==> config.mk <==
export PLATFORM = sky130hd
export DESIGN_NAME = hio_irq_top
export DESIGN_NICKNAME = d
export VERILOG_FILES = /design/src/rtl/hio_pkg.sv /design/src/rtl/hio_tick_gen.sv /design/src/rtl/hio_irq_top.sv
export VERILOG_INCLUDE_DIRS = /design/src /design/src/rtl
export SDC_FILE = /design/constraint.sdc
export NUM_CORES = 1
export LEC_CHECK = 0
export BUFFER_PORTS_ARGS = -buffer_cell sky130_fd_sc_hd__buf_2
export CAP_MARGIN = 20
export CELL_PAD_IN_SITES_DETAIL_PLACEMENT = 1
export CELL_PAD_IN_SITES_GLOBAL_PLACEMENT = 1
export CORE_ASPECT_RATIO = 2
export CORE_MARGIN = 2
export CORE_UTILIZATION = 36
export DETAILED_ROUTE_END_ITERATION = 6
export PLACE_DENSITY = 0.64
export SLEW_MARGIN = 40
export SYNTH_ARGS = -nofsm -noshare
export SYNTH_HDL_FRONTEND = slang
export SYNTH_SLANG_ARGS = --single-unit
==> constraint.sdc <==
create_clock -name mclk_in -period 2.44 [get_ports mclk_in]
set_input_delay 0.61 -clock mclk_in [delete_from_list [all_inputs] [get_ports mclk_in]]
set_output_delay 0.61 -clock mclk_in [all_outputs]
set_load 0.01 [all_outputs]
==> src/rtl/hio_consts.svh <==
// How it works
// - registers sit directly on the host bus from offset 50h to B4h
// - identity word: chip code high half, revision low half, writes ignored
// - byte order probe at 64h always reads 87654321h
// - hold-off interval field 31:24 counts 10 us units, read/write, resets zero
// - writing zero interval stops hold-off, clears counter, releases pending interrupts
// - a new non-zero interval governs every later hold-off
// - power event interrupt bypasses the hold-off gating
// - writing one to bit 14 restarts the hold-off interval, bit self-clears
// - bit 13 reads one while hold-off withholds interrupts from the pin
// - bit 12 shows combined enabled request, regardless of enable or hold-off
// - enable bit 8 clear keeps the pin deasserted, status untouched
// - polarity bit 4: zero active low, one active high, push-pull only
// - type bit 0: zero open-drain active low, one push-pull
// - polarity and type survive software reset, cleared only by hardware reset
// - host clears status bits by writing ones, zeros leave bits alone
`ifndef HIO_CONSTS_SVH
`define HIO_CONSTS_SVH
`define HIO_OFF_ID 8'h50
`define HIO_OFF_CFG 8'h54
`define HIO_OFF_STS 8'h58
`define HIO_OFF_EN 8'h5C
`define HIO_OFF_PROBE 8'h64
`define HIO_OFF_LAST 8'hB4
`define HIO_PROBE_VAL 32'h87654321
`define HIO_CHIP_ID 16'hA5C3
`define HIO_CHIP_REV 16'h0000
`define HIO_RST_ZERO 32'h00000000
`define HIO_F_INT_HI 31
`define HIO_F_INT_LO 24
`define HIO_F_RESTART 14
`define HIO_F_ACTIVE 13
`define HIO_F_IRQ 12
`define HIO_F_EN 8
`define HIO_F_POL 4
`define HIO_F_TYPE 0
`define HIO_PWR_EVT_BIT 17
`define HIO_UNIT_NS 10000
`define HIO_CLK_NS 50
`define HIO_UNIT_CYC (`HIO_UNIT_NS / `HIO_CLK_NS)
`endif

==> src/rtl/hio_pkg.sv <==
package hio_pkg;
    typedef enum logic [1:0] {
        HIO_FREE,
        HIO_HOLD
    } hio_hold_t;
endpackage : hio_pkg

==> src/rtl/hio_tick_gen.sv <==
`timescale 1ns/1ns
`include "hio_consts.svh"
module hio_tick_gen #(
    parameter int UNIT_CYC = `HIO_UNIT_CYC
) (
    input wire logic mclk_in,
    input wire logic resetn_in,
    input wire logic restart_in,
    output logic tick_out
);
    logic [15:0] cnt_reg;
    logic [15:0] cnt_next;
    logic tick_next;
    // ---------------------------------
    // 10 us time base
    // ---------------------------------
    assign tick_next = !restart_in && (cnt_reg == 16'(UNIT_CYC - 1));
    assign cnt_next = (restart_in || tick_next) ? 16'h0000 : cnt_reg + 16'h0001;
    always_ff @(posedge mclk_in or negedge resetn_in) begin
        if (!resetn_in) begin
            cnt_reg <= 16'h0000;
            tick_out <= 1'b0;
        end else begin
            cnt_reg <= cnt_next;
            tick_out <= tick_next;
        end
    end
endmodule : hio_tick_gen

==> src/rtl/hio_irq_top.sv <==
`timescale 1ns/1ns
`include "hio_consts.svh"
module hio_irq_top #(
    parameter logic [15:0] CHIP_ID = `HIO_CHIP_ID, // arbitrary value
    parameter logic [15:0] CHIP_REV = `HIO_CHIP_REV,
    parameter int UNIT_CYC = `HIO_UNIT_CYC
) (
    input wire logic mclk_in,
    input wire logic resetn_in,
    input wire logic soft_reset_in,
    input wire logic [7:0] addr_in,
    input wire logic wr_en_in,
    input wire logic rd_en_in,
    input wire logic [31:0] wdata_in,
    input wire logic [31:0] int_src_in,
    output logic [31:0] rdata_out,
    output logic irq_out,
    output logic irq_oe_out
);
    // ---------------------------------
    // state
    // ---------------------------------
    logic [31:0] sts_reg;
    logic [31:0] en_reg;
    logic [7:0] interval_reg;
    logic [7:0] cnt_reg;
    logic cfg_en_reg;
    logic pol_reg;
    logic type_reg;
    logic other_dlv_reg;
    hio_pkg::hio_hold_t hold_reg;
    hio_pkg::hio_hold_t hold_next;
    logic [7:0] cnt_next;
    logic [31:0] sts_next;
    logic [31:0] rdata_next;
    logic irq_next;
    logic oe_next;
    logic tick;
    // ---------------------------------
    // decode
    // ---------------------------------
    wire cfg_wr = wr_en_in && (addr_in == `HIO_OFF_CFG);
    wire sts_wr = wr_en_in && (addr_in == `HIO_OFF_STS);
    wire en_wr = wr_en_in && (addr_in == `HIO_OFF_EN);
    wire [7:0] new_int = wdata_in[`HIO_F_INT_HI:`HIO_F_INT_LO];
    wire zero_wr = cfg_wr && (new_int == 8'h00);
    wire restart_wr = cfg_wr && wdata_in[`HIO_F_RESTART] && !zero_wr;
    wire [31:0] active_src = sts_reg & en_reg;
    wire irq_int = |active_src;
    wire pwr_evt_req = active_src[`HIO_PWR_EVT_BIT];
    wire other_req = |(active_src & ~(32'h00000001 << `HIO_PWR_EVT_BIT));
    wire holding = (hold_reg == hio_pkg::HIO_HOLD);
    wire other_dlv = other_req && !holding;
    wire deliver = other_dlv || pwr_evt_req;
    wire [7:0] load_val = cfg_wr ? new_int : interval_reg;
    wire fall_start = other_dlv_reg && !other_dlv && (interval_reg != 8'h00);
    wire start = !zero_wr && (restart_wr || fall_start);
    wire assert_pin = cfg_en_reg && deliver;
    wire [31:0] cfg_word = {interval_reg, 9'h000, 1'b0, holding, irq_int, 3'h0,
                            cfg_en_reg, 3'h0, pol_reg, 3'h0, type_reg};
    // ---------------------------------
    // time base
    // ---------------------------------
    hio_tick_gen #(
        .UNIT_CYC(UNIT_CYC)
    ) u_tick (
        .mclk_in(mclk_in),
        .resetn_in(resetn_in),
        .restart_in(start),
        .tick_out(tick)
    );
    // ---------------------------------
    // hold-off sequencing
    // ---------------------------------
    always_comb begin
        hold_next = hold_reg;
        cnt_next = cnt_reg;
        case (hold_reg)
            hio_pkg::HIO_FREE: begin
                if (start) begin
                    hold_next = hio_pkg::HIO_HOLD;
                    cnt_next = load_val;
                end
            end
            hio_pkg::HIO_HOLD: begin
                if (start) begin
                    cnt_next = load_val;
                end else if (tick) begin
                    cnt_next = cnt_reg - 8'h01;
                    if (cnt_reg == 8'h01) begin
                        hold_next = hio_pkg::HIO_FREE;
                    end
                end
            end
            default: begin
                hold_next = hio_pkg::HIO_FREE;
                cnt_next = 8'h00;
            end
        endcase
        if (zero_wr || soft_reset_in) begin
            hold_next = hio_pkg::HIO_FREE;
            cnt_next = 8'h00;
        end
    end
    // ---------------------------------
    // status, read data, pin
    // ---------------------------------
    assign sts_next = soft_reset_in ? int_src_in :
        ((sts_reg & ~(sts_wr ? wdata_in : 32'h00000000)) | int_src_in);
    assign rdata_next = !rd_en_in ? 32'h00000000 :
        (addr_in == `HIO_OFF_ID) ? {CHIP_ID, CHIP_REV} :
        (addr_in == `HIO_OFF_CFG) ? cfg_word :
        (addr_in == `HIO_OFF_STS) ? sts_reg :
        (addr_in == `HIO_OFF_EN) ? en_reg :
        (addr_in == `HIO_OFF_PROBE) ? `HIO_PROBE_VAL : 32'h00000000;
    assign irq_next = type_reg ? (pol_reg ? assert_pin : !assert_pin) : 1'b0;
    assign oe_next = type_reg ? 1'b1 : assert_pin;
    always_ff @(posedge mclk_in or negedge resetn_in) begin
        if (!resetn_in) begin
            sts_reg <= `HIO_RST_ZERO;
            en_reg <= `HIO_RST_ZERO;
            interval_reg <= 8'h00;
            cfg_en_reg <= 1'b0;
            other_dlv_reg <= 1'b0;
            hold_reg <= hio_pkg::HIO_FREE;
            cnt_reg <= 8'h00;
            rdata_out <= 32'h00000000;
            irq_out <= 1'b0;
            irq_oe_out <= 1'b0;
        end else begin
            sts_reg <= sts_next;
            en_reg <= soft_reset_in ? `HIO_RST_ZERO : (en_wr ? wdata_in : en_reg);
            if (soft_reset_in) begin
                interval_reg <= 8'h00;
                cfg_en_reg <= 1'b0;
            end else if (cfg_wr) begin
                interval_reg <= new_int;
                cfg_en_reg <= wdata_in[`HIO_F_EN];
            end
            other_dlv_reg <= other_dlv;
            hold_reg <= hold_next;
            cnt_reg <= cnt_next;
            rdata_out <= rdata_next;
            irq_out <= irq_next;
            irq_oe_out <= oe_next;
        end
    end
    // polarity and type: hardware reset only
    always_ff @(posedge mclk_in or negedge resetn_in) begin
        if (!resetn_in) begin
            pol_reg <= 1'b0;
            type_reg <= 1'b0;
        end else if (cfg_wr) begin
            pol_reg <= wdata_in[`HIO_F_POL];
            type_reg <= wdata_in[`HIO_F_TYPE];
        end
    end
    // ---------------------------------
    // checks
    // ---------------------------------
    property p_probe;
        @(posedge mclk_in) disable iff (!resetn_in)
        rd_en_in && (addr_in == `HIO_OFF_PROBE) |=> rdata_out == 32'h87654321;
    endproperty
    a_probe: assert property (p_probe) else $error("probe word wrong");
    property p_ident;
        @(posedge mclk_in) disable iff (!resetn_in)
        rd_en_in && (addr_in == `HIO_OFF_ID) |=> rdata_out == {CHIP_ID, CHIP_REV};
    endproperty
    a_ident: assert property (p_ident) else $error("identity word wrong");
    property p_zero;
        @(posedge mclk_in) disable iff (!resetn_in)
        zero_wr |=> !holding && (cnt_reg == 8'h00);
    endproperty
    a_zero: assert property (p_zero) else $error("zero interval kept hold-off");
    property p_restart;
        @(posedge mclk_in) disable iff (!resetn_in)
        restart_wr && !soft_reset_in |=> holding && (cnt_reg == $past(new_int));
    endproperty
    a_restart: assert property (p_restart) else $error("restart not loaded");
    property p_master;
        @(posedge mclk_in) disable iff (!resetn_in)
        rd_en_in && (addr_in == `HIO_OFF_CFG) |=> rdata_out[12] == $past(irq_int);
    endproperty
    a_master: assert property (p_master) else $error("master bit wrong");
    property p_disabled;
        @(posedge mclk_in) disable iff (!resetn_in)
        !cfg_en_reg && type_reg |=> irq_out == !$past(pol_reg);
    endproperty
    a_disabled: assert property (p_disabled) else $error("pin asserted while off");
    property p_opendrain;
        @(posedge mclk_in) disable iff (!resetn_in)
        !type_reg |=> !irq_out && (irq_oe_out == $past(assert_pin));
    endproperty
    a_opendrain: assert property (p_opendrain) else $error("open-drain drive wrong");
    property p_power_event;
        @(posedge mclk_in) disable iff (!resetn_in)
        pwr_evt_req && cfg_en_reg && type_reg && pol_reg |=> irq_out;
    endproperty
    a_power_event: assert property (p_power_event) else $error("power event held off");
    property p_hold;
        @(posedge mclk_in) disable iff (!resetn_in)
        holding && !pwr_evt_req && type_reg && pol_reg |=> !irq_out;
    endproperty
    a_hold: assert property (p_hold) else $error("pin asserted in hold-off");
    property p_ack;
        @(posedge mclk_in) disable iff (!resetn_in)
        sts_wr && !soft_reset_in |=> (sts_reg & $past(wdata_in & ~int_src_in)) == 32'h0;
    endproperty
    a_ack: assert property (p_ack) else $error("acknowledge failed");
    property p_keep;
        @(posedge mclk_in) disable iff (!resetn_in)
        soft_reset_in && !cfg_wr |=> pol_reg == $past(pol_reg) && type_reg == $past(type_reg);
    endproperty
    a_keep: assert property (p_keep) else $error("pin config lost");
endmodule : hio_irq_top

==> impl_summary.md, run 1 <==
Floorplan
Row generation in the floorplan step produced 69 rows. The y dimension of the die is slightly below 200 um. The initial utilization of the core area, before any placement, comes to a little over a third.

From left edge to right edge, the die measures just under 100 um. The count of boundary I/O pins is between 100 and 150. The core region is about 18000 um2. The die covers around 19000 um2.

Final layout
The final layout net count is around 860. The fraction of layout cells with a size suffix above 1 is approximately a quarter. The area of combinational cells with multiple inputs is about 2900 um2. The area growth from synthesis to layout is 23.9%. Measured on the finished design, the core utilization comes to 45.3%.

The number of diodes added for antenna fixing is 0. The finished layout cell area is around 8000 um2. The register cell area after layout is roughly 3400 um2. Counting the fill cells in the layout gives around 2000.

Worst setup path
The slowest stage of the critical path belongs to the cell sky130_fd_sc_hd__dfrtp_1. The critical path crosses 7 cells after its start point. The highest cell delay on the worst timing path is a little over 0.4 ns. Measured in cells, the most critical reg-to-reg path has a length of 7. The number of buffers and inverters on the critical path is 1. The element type at the critical path start is a register. Walking the worst path, the cells encountered are a22o_1 > a221oi_1 > and4_1 > nand3_1 > buf_4 > a31oi_1 > o31ai_1. The kind of cell with the highest combined delay along the critical path is compound AO/OA/AOI/OAI gates. STA puts the critical path data required time at around 2.7 ns. The largest fanout on the critical path is 7. The endpoint arrival time on the critical path is around 2.5 ns.

By startpoint and endpoint, the worst setup path is classified as register to register. The type of element capturing the critical path is a register.

Clock tree
The CTS sink count is 136. In this run the post-CTS setup repair buffer count came out at 0. The quantity of gates resized following cts is 0. The insertion delay to the later sink of the worst-skew pair is 0.42 ns.

TritonCTS built the clock tree. Buffers inserted to repair hold after CTS numbered 0. The H-tree generated during clock tree synthesis spans 4 levels. Clock tree synthesis inserted a total of 17 buffers. The clock tree root driver cell is sky130_fd_sc_hd__clkbuf_16. The longest clock path from root to sink contains 2 buffers. The post-CTS clock slew at the launch and capture registers of the worst setup and hold paths is 0.06 ns.

Power and ir drop
Of the total power, registers draw roughly 46%. The analysis attributes to cell leakage a power of approximately 3.7 nW. Dividing total power by cell area gives a power density of ~670 nW/um2. Per report_power, the clock group accounts for a little under half of the total. The cell internal power dissipation is between 4 and 5 mW. The highest ir drop seen on vdd is 0.334 mV. Power comes to 5.39 mW. The logic gate share of total power is a little under a tenth. Summed over all nets, the switching power comes to 1.31 mW. Of the total power, the share spent switching nets is roughly 24%.

Yosys
Of the synthesized area, sequential elements account for a little over half. The share of synthesized area spent on multiplexers is roughly 5.6%. Summed over its instances, the top area cell type makes up a little over half of the synthesized netlist area. The count of mapped cells out of synthesis is between 600 and 700. By area the synthesized netlist is led by sky130_fd_sc_hd__dfrtp_1 53%, sky130_fd_sc_hd__nand2_1 7.1%, sky130_fd_sc_hd__a21oi_1 5.3%. The count of unique library cells instantiated by Yosys is between 50 and 60. Counting flops with an async set or reset pin after synthesis yields a share of 100%.

Of the total synthesized cell area, the portion taken by AND, OR, NAND and NOR gates is approximately 17%. The main flop type after synthesis is sky130_fd_sc_hd__dfrtp_1. The post-synthesis instance area is roughly 6500 um2. The flop and latch count out of synthesis is about 140. Of the total synthesized cell area, the portion taken by full adders, half adders and majority gates is less than 1%. The fraction of the mapped netlist area in compound gates is 19.0%.

The largest total area in the synthesized netlist belongs to sky130_fd_sc_hd__dfrtp_1. The area share of xor/xnor cells in the synthesized design is under 10%. The post-synthesis average cell area is a little under 10 um2. Synthesis produced a netlist with a net count of approximately 740.

After synthesis, the largest family of logic cells by area is compound AO/OA/AOI/OAI gates. Yosys printed 0 warnings. Yosys mapped a number of flops with a built-in enable equal to 0.

STA
The slew at the pin closest to its max-slew limit is 0.693 ns. The total setup violations reported at the end of the flow is 0. Static timing analysis puts the maximum clock frequency at roughly 0.45 GHz. Summed over all failing endpoints, the final setup total negative slack is 0 ns. The final count of hold timing violations is 0. Headroom to the max-slew limit came out at between 50% and 60%. Setup repair after global routing left no endpoint under its margin. The worst path uses 91.4% of the clock period.

The worst path in the final design needs a cycle of ~2.2 ns, including I/O delays and setup. The number of max-slew violations in the final report is 0. The final setup skew is 0.00831 ns.

Place
The count of buffers added on input and output ports is 110. The placed instances occupy a cell area of between 7000 and 8000 um2. The HPWL after detailed placement is about 17000 um. The global placer's final weighted congestion is roughly 0.84.

Min path
The path category of the worst min-delay check is input pin to async pin.

Global routing
The via count of the first global-routing pass came to 6337. Summed over all layers, the global routing overflow is 0. The combined global-route utilization of all metal layers is between 20% and 30%.

The pin count of the biggest net entering global routing is 50. The first global-routing pass estimated ~35000 um of wire. The initial antenna violation count is 0.

Routing
The detail-routed via count per cell is about 5.5. For this block, the via count after detailed routing is 5544. Before antenna repair, the detailed router went through 4 iterations. Summed over all layers, the routed wires come to 22000 um. In the final routed layout, each cell accounts on average for 21.9 um. The count of nets left with antenna violations once routing finished came out at 0. In this run, the number of DRC markers left after iteration 0 of detailed routing was between 200 and 250. In the routed design, unresolved DRC markers number 0.

Status
The flow ran to the end, and the final reports show no timing, DRC or antenna violations.

Job
Across the run, the number of max-cap violations was 0.
[synthesized netlist by cell type, drive strengths merged, types with 4 or more instances]
library cell    n
a211oi         10
a21oi          68
a221oi          8
a22o            8
a31o           32
a31oi           5
and2            6
and3            5
buf            11
clkbuf         25
dfrtp         136
inv            11
mux2            8
mux2i          25
nand2         125
nand2b          4
nand3          13
nand4           8
nor2           48
nor2b           6
nor3            4
nor4            4
o21a            7
o21ai          23
o31ai           8
xnor2           7
xor2           11
[final timing paths]
check	startpoint	endpoint	slack, ns
min	resetn_in	rdata_out[30]$_DFF_PN0_	0.14
max in group asynchronous	resetn_in	rdata_out[16]$_DFF_PN0_	1.60
max	sts_reg[7]$_DFF_PN0_	cnt_reg[5]$_DFFE_PN0P_	0.21
max reg2reg	sts_reg[7]$_DFF_PN0_	cnt_reg[5]$_DFFE_PN0P_	0.21
min reg2reg	u_tick.cnt_reg[0]$_DFF_PN0_	u_tick.cnt_reg[0]$_DFF_PN0_	0.48
min in group mclk_in	int_src_in[0]	sts_reg[0]$_DFF_PN0_	0.38
[worst register-to-register path: cells and delay by family (launching register included)]
kind                   cells  cell delay (ns)
buffers and inverters      1             0.22
and+or+nand+nor            2             0.55
DFF                        1             0.41
AOI/OAI and AO/OA          4             0.92
[cells in the final DEF, fill, tap and decap left out, types with 3 or more instances in the layout]
cell / instances
sky130_fd_sc_hd__a211oi_1: 10
sky130_fd_sc_hd__a21o_1: 3
sky130_fd_sc_hd__a21oi_1: 68
sky130_fd_sc_hd__a221oi_1: 8
sky130_fd_sc_hd__a22o_1: 8
sky130_fd_sc_hd__a31o_1: 32
sky130_fd_sc_hd__a31oi_1: 5
sky130_fd_sc_hd__and2_1: 5
sky130_fd_sc_hd__and3_1: 5
sky130_fd_sc_hd__buf_12: 5
sky130_fd_sc_hd__buf_2: 109
sky130_fd_sc_hd__buf_4: 29
sky130_fd_sc_hd__clkbuf_1: 4
sky130_fd_sc_hd__clkbuf_16: 17
sky130_fd_sc_hd__clkbuf_8: 5
sky130_fd_sc_hd__dfrtp_1: 136
sky130_fd_sc_hd__ha_1: 3
sky130_fd_sc_hd__inv_1: 10
sky130_fd_sc_hd__mux2_2: 3
sky130_fd_sc_hd__mux2_4: 5
sky130_fd_sc_hd__mux2i_1: 25
sky130_fd_sc_hd__nand2_1: 123
sky130_fd_sc_hd__nand2b_1: 4
sky130_fd_sc_hd__nand3_1: 12
sky130_fd_sc_hd__nand4_1: 8
sky130_fd_sc_hd__nor2_1: 46
sky130_fd_sc_hd__nor2b_1: 6
sky130_fd_sc_hd__nor3_1: 4
sky130_fd_sc_hd__nor4_1: 4
sky130_fd_sc_hd__o21a_1: 7
sky130_fd_sc_hd__o21ai_0: 17
sky130_fd_sc_hd__o21ai_1: 4
sky130_fd_sc_hd__o31ai_1: 8
sky130_fd_sc_hd__xnor2_1: 7
sky130_fd_sc_hd__xor2_1: 11
[metrics by stage]
stage               std cells  worst slack (ns)  hold slack [ns]
finish                   1005             0.210            0.141
global route             1005            0.0904            0.161
CTS                      1005             0.224            0.149
detailed placement        976           -0.0259            0.472
global placement          976            0.0519            0.466
floorplan                 655             0.198            0.314
[logic make-up after synthesis]
logic type	Yosys count
and+or+nand+nor	236
AOI/OAI and AO/OA	181
buffers and inverters	48
DFF	136
muxes	33
adders and majority gates	3
xor gates and xnor gates	18
[power by group through the flow]
stage               combinational (mW)  sequential (mW)  clock (mW)
CTS                              0.499             2.46        2.50
global route                     0.550             2.48        2.59
floorplan                        0.262             2.46           0
finish                           0.490             2.46        2.44
global placement                 0.474             2.49           0
detailed placement               0.497             2.50           0
[per-layer routing]
layer,vias up,wire (um),track usage (%),share of wire [%]
met3,38,603,3.36,2.7
li1,2582,-,-,-
met1,2798,8040,25.3,37
met4,0,699,9.89,3.2
met2,126,12600,45.3,57
met5,-,0,0,0
[layout make-up]
class / instances / area share [%]
Timing Repair Buffer: 144 / 10.9
Multi-Input combinational cell: 471 / 35.9
Tap cell: 213 / 3.33
Inverter: 12 / 0.562
Clock buffer: 26 / 6.35
Sequential cell: 136 / 42.5
Clock inverter: 3 / 0.500
Note: power is estimated with default switching activity, not from simulation.
==> run 2: changes to the inputs <==
--- a/config.mk
+++ b/config.mk
@@ -14,7 +14,8 @@
 export CORE_MARGIN = 2
 export CORE_UTILIZATION = 36
 export DETAILED_ROUTE_END_ITERATION = 6
-export PLACE_DENSITY = 0.64
+export GPL_ROUTABILITY_DRIVEN = 0
+export PLACE_DENSITY = 0.65
 export SLEW_MARGIN = 40
 export SYNTH_ARGS = -nofsm -noshare
 export SYNTH_HDL_FRONTEND = slang
==> run 2 against run 1 <==
Against the previous run: first-iteration DRC count up 9.2%; fmax about the same; clock skew up 0.0033 ns; non-clock buffer count down 2; global-route usage down 0.10 points; wire length down 0.59%; register-to-register slack about the same; sequential cell count unchanged; setup slack about the same; combinational power down 2%; clock-buffer cell count down 7; critical path type unchanged; largest cell class unchanged.
==> impl_summary.md, run 2 (same netlist as run 1, synthesis figures left out) <==
Status
The run finished with clean final reports.

Routing
The DRC violation count after routing is 0. The post-detailed-route wirelength per cell is roughly 22 um. The total wire length after detailed routing is between 20000 and 25000 um. The first routing iteration left 238 violations. The count of TritonRoute iterations in the first routing pass is 5.

In the routed layout, each cell is associated on average with a via count of 5.55. The count of nets left with antenna violations once routing finished came out at 0. Summing over every cut layer, the via total after detailed routing is ~5600.

Worst setup path
For this run, the slowest stage of the critical path takes 0.59 ns. The critical path is of the register to register type. Traced cell by cell, the critical path runs through or4_4 > o21a_1 > o21ai_1 > nand2_1 > nor2_1 > o31ai_1. The worst setup path is launched from a register. Together, buffers and inverters on the worst path number 0. The endpoint arrival time on the critical path is around 2.5 ns. The type of element capturing the critical path is a register. The slowest stage of the critical path belongs to the cell sky130_fd_sc_hd__or4_4. STA puts the critical path data required time at between 2 and 3 ns. The largest fanout on the critical path is 6. The cell class contributing the biggest share of worst-path delay is simple AND/OR/NAND/NOR gates.

Clock tree
After clock tree synthesis, the setup repair step added 0 buffers. The quantity of gates resized following cts is 0. The CTS tree is done. The count of hold buffers inserted by post-cts repair is 0. For the worst-skew pair, the clock arrives at the later sink with an insertion delay of 0.43 ns.

The CTS sink count is 136. Counting the buffers created by CTS gives 17. Clock-pin slew was measured on the worst setup and hold paths at approximately 0.07 ns. The maximum buffer depth of the clock tree is 2. The H-tree was split into 4 levels. The clock tree root driver cell is sky130_fd_sc_hd__clkbuf_16.

STA
The highest clock frequency the design can meet is approximately 0.45 GHz. The relative max-transition margin is between 60% and 70%. The setup TNS is 0 ns.

The final count of hold timing violations came to 0. The clock arrives with 0.0116 ns of skew. The minimum period implied by the final worst setup slack is 2.23 ns. The number of max-slew violations in the final report is 0. Setup repair after global routing left no endpoint under its margin.

Setup violations remaining at the end of the flow were counted as 0. At the pin with the least slew margin, the transition time is about 0.52 ns. After layout, the worst path uses roughly 90% of the clock period.

Floorplan
The die outline width is a little under 100 um. The floorplan has 69 rows. 111 I/O pins were placed.

The y dimension of the die is slightly below 200 um. The total area inside the core boundary comes to between 15000 and 20000 um2. The die covers around 19000 um2. The initial utilization of the core area, before any placement, comes to between 30 and 40%.

Final layout
The final layout contains between 800 and 900 nets. The number of fillers in the final layout is roughly 2000. The most common cell after layout, fill and taps aside is sky130_fd_sc_hd__dfrtp_1. The final non-filler cell total is around 1000. The top cell types in the final layout, fill and taps aside, are 136 x sky130_fd_sc_hd__dfrtp_1, 123 x sky130_fd_sc_hd__nand2_1, 109 x sky130_fd_sc_hd__buf_2. The area growth from synthesis to layout is 25.5%. In the final layout, the share of cells above drive strength 1 is between 20% and 30%. The finished layout cell area is approximately 8000 um2. The repair_antennas step left the layout with diodes totalling 0.

Min path
The path category of the worst min-delay check is input pin to async pin.

Global routing
The via count of the first global-routing pass came to ~6400. The combined global-route utilization of all metal layers is between 20% and 30%. The pin count of the biggest net entering global routing is 57. The aggregate global routing overflow is 0. The initial antenna violation count is 0. The global-route wire length before repair is 34800 um.

Power and ir drop
For this design the ratio of total power to cell area is approximately 720 nW/um2. The analysis attributes to cell leakage a power of about 3.7 nW. The highest ir drop seen on vdd is between 0.4 and 0.5 mV.

Place
The HPWL after detailed placement is approximately 16000 um. The placed cell area is approximately 7500 um2. The count of input and output buffers is 110.

After detailed placement, the design holds a cell count of between 900 and 1000.

Job
Across the run, the number of max-cap violations was 0.
[run 2: layout make-up]
class                      instances  area [um2]  share of cell area (%)
sequential                       136        3400                    41.9
multi-input combinational        471        2880                    35.4
timing repair buffer             142         860                    10.6
clock buffer                      19         443                    5.46
tap                              213         267                    3.28
clock inverter                    13         225                    2.77
inverter                          12        45.0                   0.555
[run 2: metal layers]
layer,GRT usage (%),routed length [um],part of all wire [%],vias up
met5,0,0,0,-
li1,-,-,-,2573
met3,3.83,654,3.0,52
met1,25.2,7890,36,2830
met2,44.1,12400,57,132
met4,11.4,918,4.2,0
[run 2: stage by stage]
stage          hold WS (ns)  setup slack (ns)  power, mW  utilization [%]
2_1_floorplan         0.314             0.198       2.73                -
3_3_place_gp          0.452            0.0470       2.96             42.1
3_5_place_dp          0.476            -0.179       2.98             42.1
4_1_cts               0.167             0.207       5.94             45.9
5_1_grt               0.188            0.0121       6.10             45.9
6_report              0.155             0.210       5.87             45.9
[run 2: path summary, 6_finish.rpt]
path,from,to,slack [ns],cells past startpoint
setup / recovery,interval_reg[4]$_DFF_PN0_,cnt_reg[1]$_DFFE_PN0P_,0.21,6
hold / removal,resetn_in,cnt_reg[5]$_DFFE_PN0P_,0.15,1
setup reg to reg,interval_reg[4]$_DFF_PN0_,cnt_reg[1]$_DFFE_PN0P_,0.21,6
hold reg to reg,u_tick.cnt_reg[0]$_DFF_PN0_,u_tick.cnt_reg[0]$_DFF_PN0_,0.47,1
max in group asynchronous,resetn_in,rdata_out[17]$_DFF_PN0_,1.55,2
min in group mclk_in,int_src_in[9],sts_reg[9]$_DFF_PN0_,0.38,2
[run 2: power breakdown]
part           leakage [nW]  switching (mW)  internal, mW
clock                 0.327           0.992          1.94
sequential             1.78           0.103          2.35
combinational          1.62           0.273         0.206
total                  3.73            1.37          4.50
[run 2: worst register-to-register path, stage by stage (launching register included)]
cell	delay (ns)
sky130_fd_sc_hd__dfrtp_1	0.41
sky130_fd_sc_hd__or4_4	0.59
sky130_fd_sc_hd__o21a_1	0.24
sky130_fd_sc_hd__o21ai_1	0.16
sky130_fd_sc_hd__nand2_1	0.10
sky130_fd_sc_hd__nor2_1	0.44
sky130_fd_sc_hd__o31ai_1	0.17
==> run 3: changes to the inputs <==
--- a/config.mk
+++ b/config.mk
@@ -11,8 +11,8 @@
 export CELL_PAD_IN_SITES_DETAIL_PLACEMENT = 1
 export CELL_PAD_IN_SITES_GLOBAL_PLACEMENT = 1
 export CORE_ASPECT_RATIO = 2
-export CORE_MARGIN = 2
 export CORE_UTILIZATION = 36
+export CTS_BUF_LIST = sky130_fd_sc_hd__clkbuf_8 sky130_fd_sc_hd__clkbuf_16
 export DETAILED_ROUTE_END_ITERATION = 6
 export GPL_ROUTABILITY_DRIVEN = 0
 export PLACE_DENSITY = 0.65
==> run 3 against run 2 <==
Against the previous run: non-clock buffer count down 1; sequential share of layout area grew 0.36 points; design area fell by 0.85%; clock skew is 0.0012 ns lower; via count is 0.13% lower; global-route usage increased by 0.65 points; wire length down 0.74%; sequential cell count did not move; largest cell class unchanged; highest routed layer unchanged.
==> impl_summary.md, run 3 (same netlist as run 1, synthesis figures left out) <==
Worst setup path
The endpoint arrival time on the critical path is around 2.5 ns. The element type at the critical path start is a register. The signal on the critical path passes through or4_4 > o21ai_4 > o2bb2ai_4 > nand2_4 > mux2_4 > o31ai_1.

The worst setup path is captured at a register. The endpoint required time on the critical path is roughly 2.8 ns. The setup path with the least slack is of type register to register. The largest individual stage delay along the critical path comes from the cell sky130_fd_sc_hd__or4_4. On the worst path, the slowest cell contributes a delay of ~0.59 ns. The largest fanout on the critical path is 6.

Global routing
The aggregate global routing overflow is 0. The via count of the first global-routing pass came to approximately 6100. The combined global-route utilization of all metal layers is 24.3%. The initial antenna violation count is 0. The global-route wire length before repair is about 34000 um. The pin count of the biggest net entering global routing is 51.

Routing
The detail-routed via count per cell is 5.55. The count of TritonRoute iterations in the first routing pass is 4. After detailed routing, the average wire length per cell comes to 21.6 um. The number of DRC violations after detailed-routing iteration 0 is 240. The total wire length after detailed routing is approximately 22000 um. Detailed routing inserted a total of around 5600 vias. The number of routed nets with antenna violations is 0.

The DRC violation count after routing is 0.

Power and ir drop
The internal portion of the total power is roughly 4.2 mW. Summed over all nets, the switching power comes to 1.38 mW. The power share of the sequential group is ~44%. The logic gate share of total power is around 8.8%. The clock network power share is between 40% and 50%. Of the total power, the share spent switching nets is around a quarter. The power density over the cells is 692 nW/um2.

The highest ir drop seen on vdd is roughly 0.42 mV. In this run the static leakage power is between 3 and 4 nW.

STA
The final worst hold slack is 0.109 ns. Setup repair after global routing left no endpoint under its margin. The slew at the pin closest to its max-slew limit is 0.497 ns. The total setup violations reported at the end of the flow is 0. The clock arrives with roughly 0.010 ns of skew. The highest clock frequency the design can meet is around 0.45 GHz. The relative max-transition margin is about two thirds.

The ratio of final minimum period to clock period is about nine tenths. The final count of hold timing violations came to 0. The number of max-slew violations in the final report came to 0. The minimum period implied by the final worst setup slack is 2.22 ns.

Clock tree
The number of buffers inserted by post-CTS setup repair is 0. Clock tree synthesis found a total of 136 sinks. Counting along the longest clock path gives a buffer depth of 2. TritonCTS built the clock tree. Buffers inserted during clock tree synthesis total 17. In this run the number of H-tree levels came out at 4. The insertion delay to the later sink of the worst-skew pair is about 0.43 ns. The quantity of gates resized following cts is 0. The post-CTS clock slew at the launch and capture registers of the worst setup and hold paths is ~0.060 ns.

For this design, the CTS-stage hold fixing added 0 buffers. The clock tree root driver cell is sky130_fd_sc_hd__clkbuf_16.

Final layout
Leaving out fill and tap cells, the most frequent cell in the layout is sky130_fd_sc_hd__dfrtp_1. At the end of the flow the core is filled with cells to between 40 and 50%. The final layout net count is roughly 860. The number of diodes added for antenna fixing is 0. The area growth from synthesis to layout is 24.4%. In the final layout, the share of cells above drive strength 1 is between 20% and 30%.

The library cells used most frequently in the layout, excluding fill and tap cells, are 136 x sky130_fd_sc_hd__dfrtp_1, 123 x sky130_fd_sc_hd__nand2_1, 109 x sky130_fd_sc_hd__buf_2.

Status
The flow ran to the end, and the final reports show no timing, DRC or antenna violations.

Floorplan
The core region is about 18000 um2. For this configuration, the core starts out at a cell density of 36.6%. The number of placement rows is slightly below 70. The die covers 18500 um2. The y dimension of the die is ~190 um.

From left edge to right edge, the die measures slightly below 100 um. In this run the count of I/O pins placed on the die edge is between 100 and 150.

Job
The tool flagged a number of max-cap violations equal to 0.

Place
The count of input and output buffers is 110. The HPWL after detailed placement is approximately 16000 um.

Min path
The min-delay analysis places its worst path in the category input pin to async pin.
## run 3: cell count changes in the layout (fill, tap and decap cells not counted)
cell,change
sky130_fd_sc_hd__inv_1,+2
sky130_fd_sc_hd__clkbuf_1,-1
sky130_fd_sc_hd__buf_4,-2
sky130_fd_sc_hd__buf_12,+1
sky130_fd_sc_hd__clkbuf_8,+4
sky130_fd_sc_hd__clkinv_2,+1
sky130_fd_sc_hd__clkinv_4,-2
sky130_fd_sc_hd__bufinv_16,-4
## run 3: through the flow
stage | area, um2 | std cells | setup slack (ns) | TNS, ns | power, mW
floorplan | 6470 | 655 | 0.198 | 0 | 2.73
global placement | 7460 | 973 | 0.0559 | 0 | 2.97
detailed placement | 7460 | 973 | -0.0650 | -0.0650 | 3.00
CTS | 8050 | 1005 | 0.213 | 0 | 5.63
global route | 8050 | 1005 | 0.0994 | 0 | 5.77
finish | 8050 | 1005 | 0.222 | 0 | 5.57
## run 3: path summary, 6_finish.rpt
check                                                  from                          end  slack (ns)  cells past startpoint
worst max-delay path              interval_reg[4]$_DFF_PN0_       cnt_reg[3]$_DFFE_PN0P_        0.22                      6
worst min-delay path                              resetn_in       cnt_reg[3]$_DFFE_PN0P_        0.11                      1
worst max register to register    interval_reg[4]$_DFF_PN0_       cnt_reg[3]$_DFFE_PN0P_        0.22                      6
worst min register to register  u_tick.cnt_reg[0]$_DFF_PN0_  u_tick.cnt_reg[0]$_DFF_PN0_        0.49                      1
max in group asynchronous                         resetn_in       en_reg[16]$_DFFE_PN0P_        1.68                      2
min in group mclk_in                         int_src_in[10]        sts_reg[10]$_DFF_PN0_        0.38                      2
## run 3: layer usage
layer / routed length (um) / share of wire, % / global-route usage, % / vias up
met4: 806 / 3.7 / 12.7 / 0
met5: 0 / 0 / 0 / -
met1: 7910 / 37 / 25.3 / 2835
met2: 12300 / 57 / 46.5 / 132
li1: - / - / - / 2567
met3: 680 / 3.1 / 3.49 / 46
## run 3: area by class of cell
type	count	area (um2)
clock inverters	10	100
fillers	2020	9650
well taps	213	267
clock buffers	22	494
multi-input cells	471	2880
inverters	12	45.0
repair buffers	141	865
flip-flops and latches	136	3400
## run 3: critical path, delay by kind of cell, from the launching register on
family          cells  cell delay [ns]
flops               1             0.42
compound gates      3             0.64
mux                 1             0.33
simple gates        2             0.72
## run 3: power by group through the flow
stage	clock (mW)	combinational, mW	sequential, mW
after floorplan	0	0.262	2.46
after global placement	0	0.470	2.50
after detailed placement	0	0.495	2.51
after CTS	2.66	0.498	2.47
after global routing	2.74	0.552	2.47
final	2.62	0.490	2.46
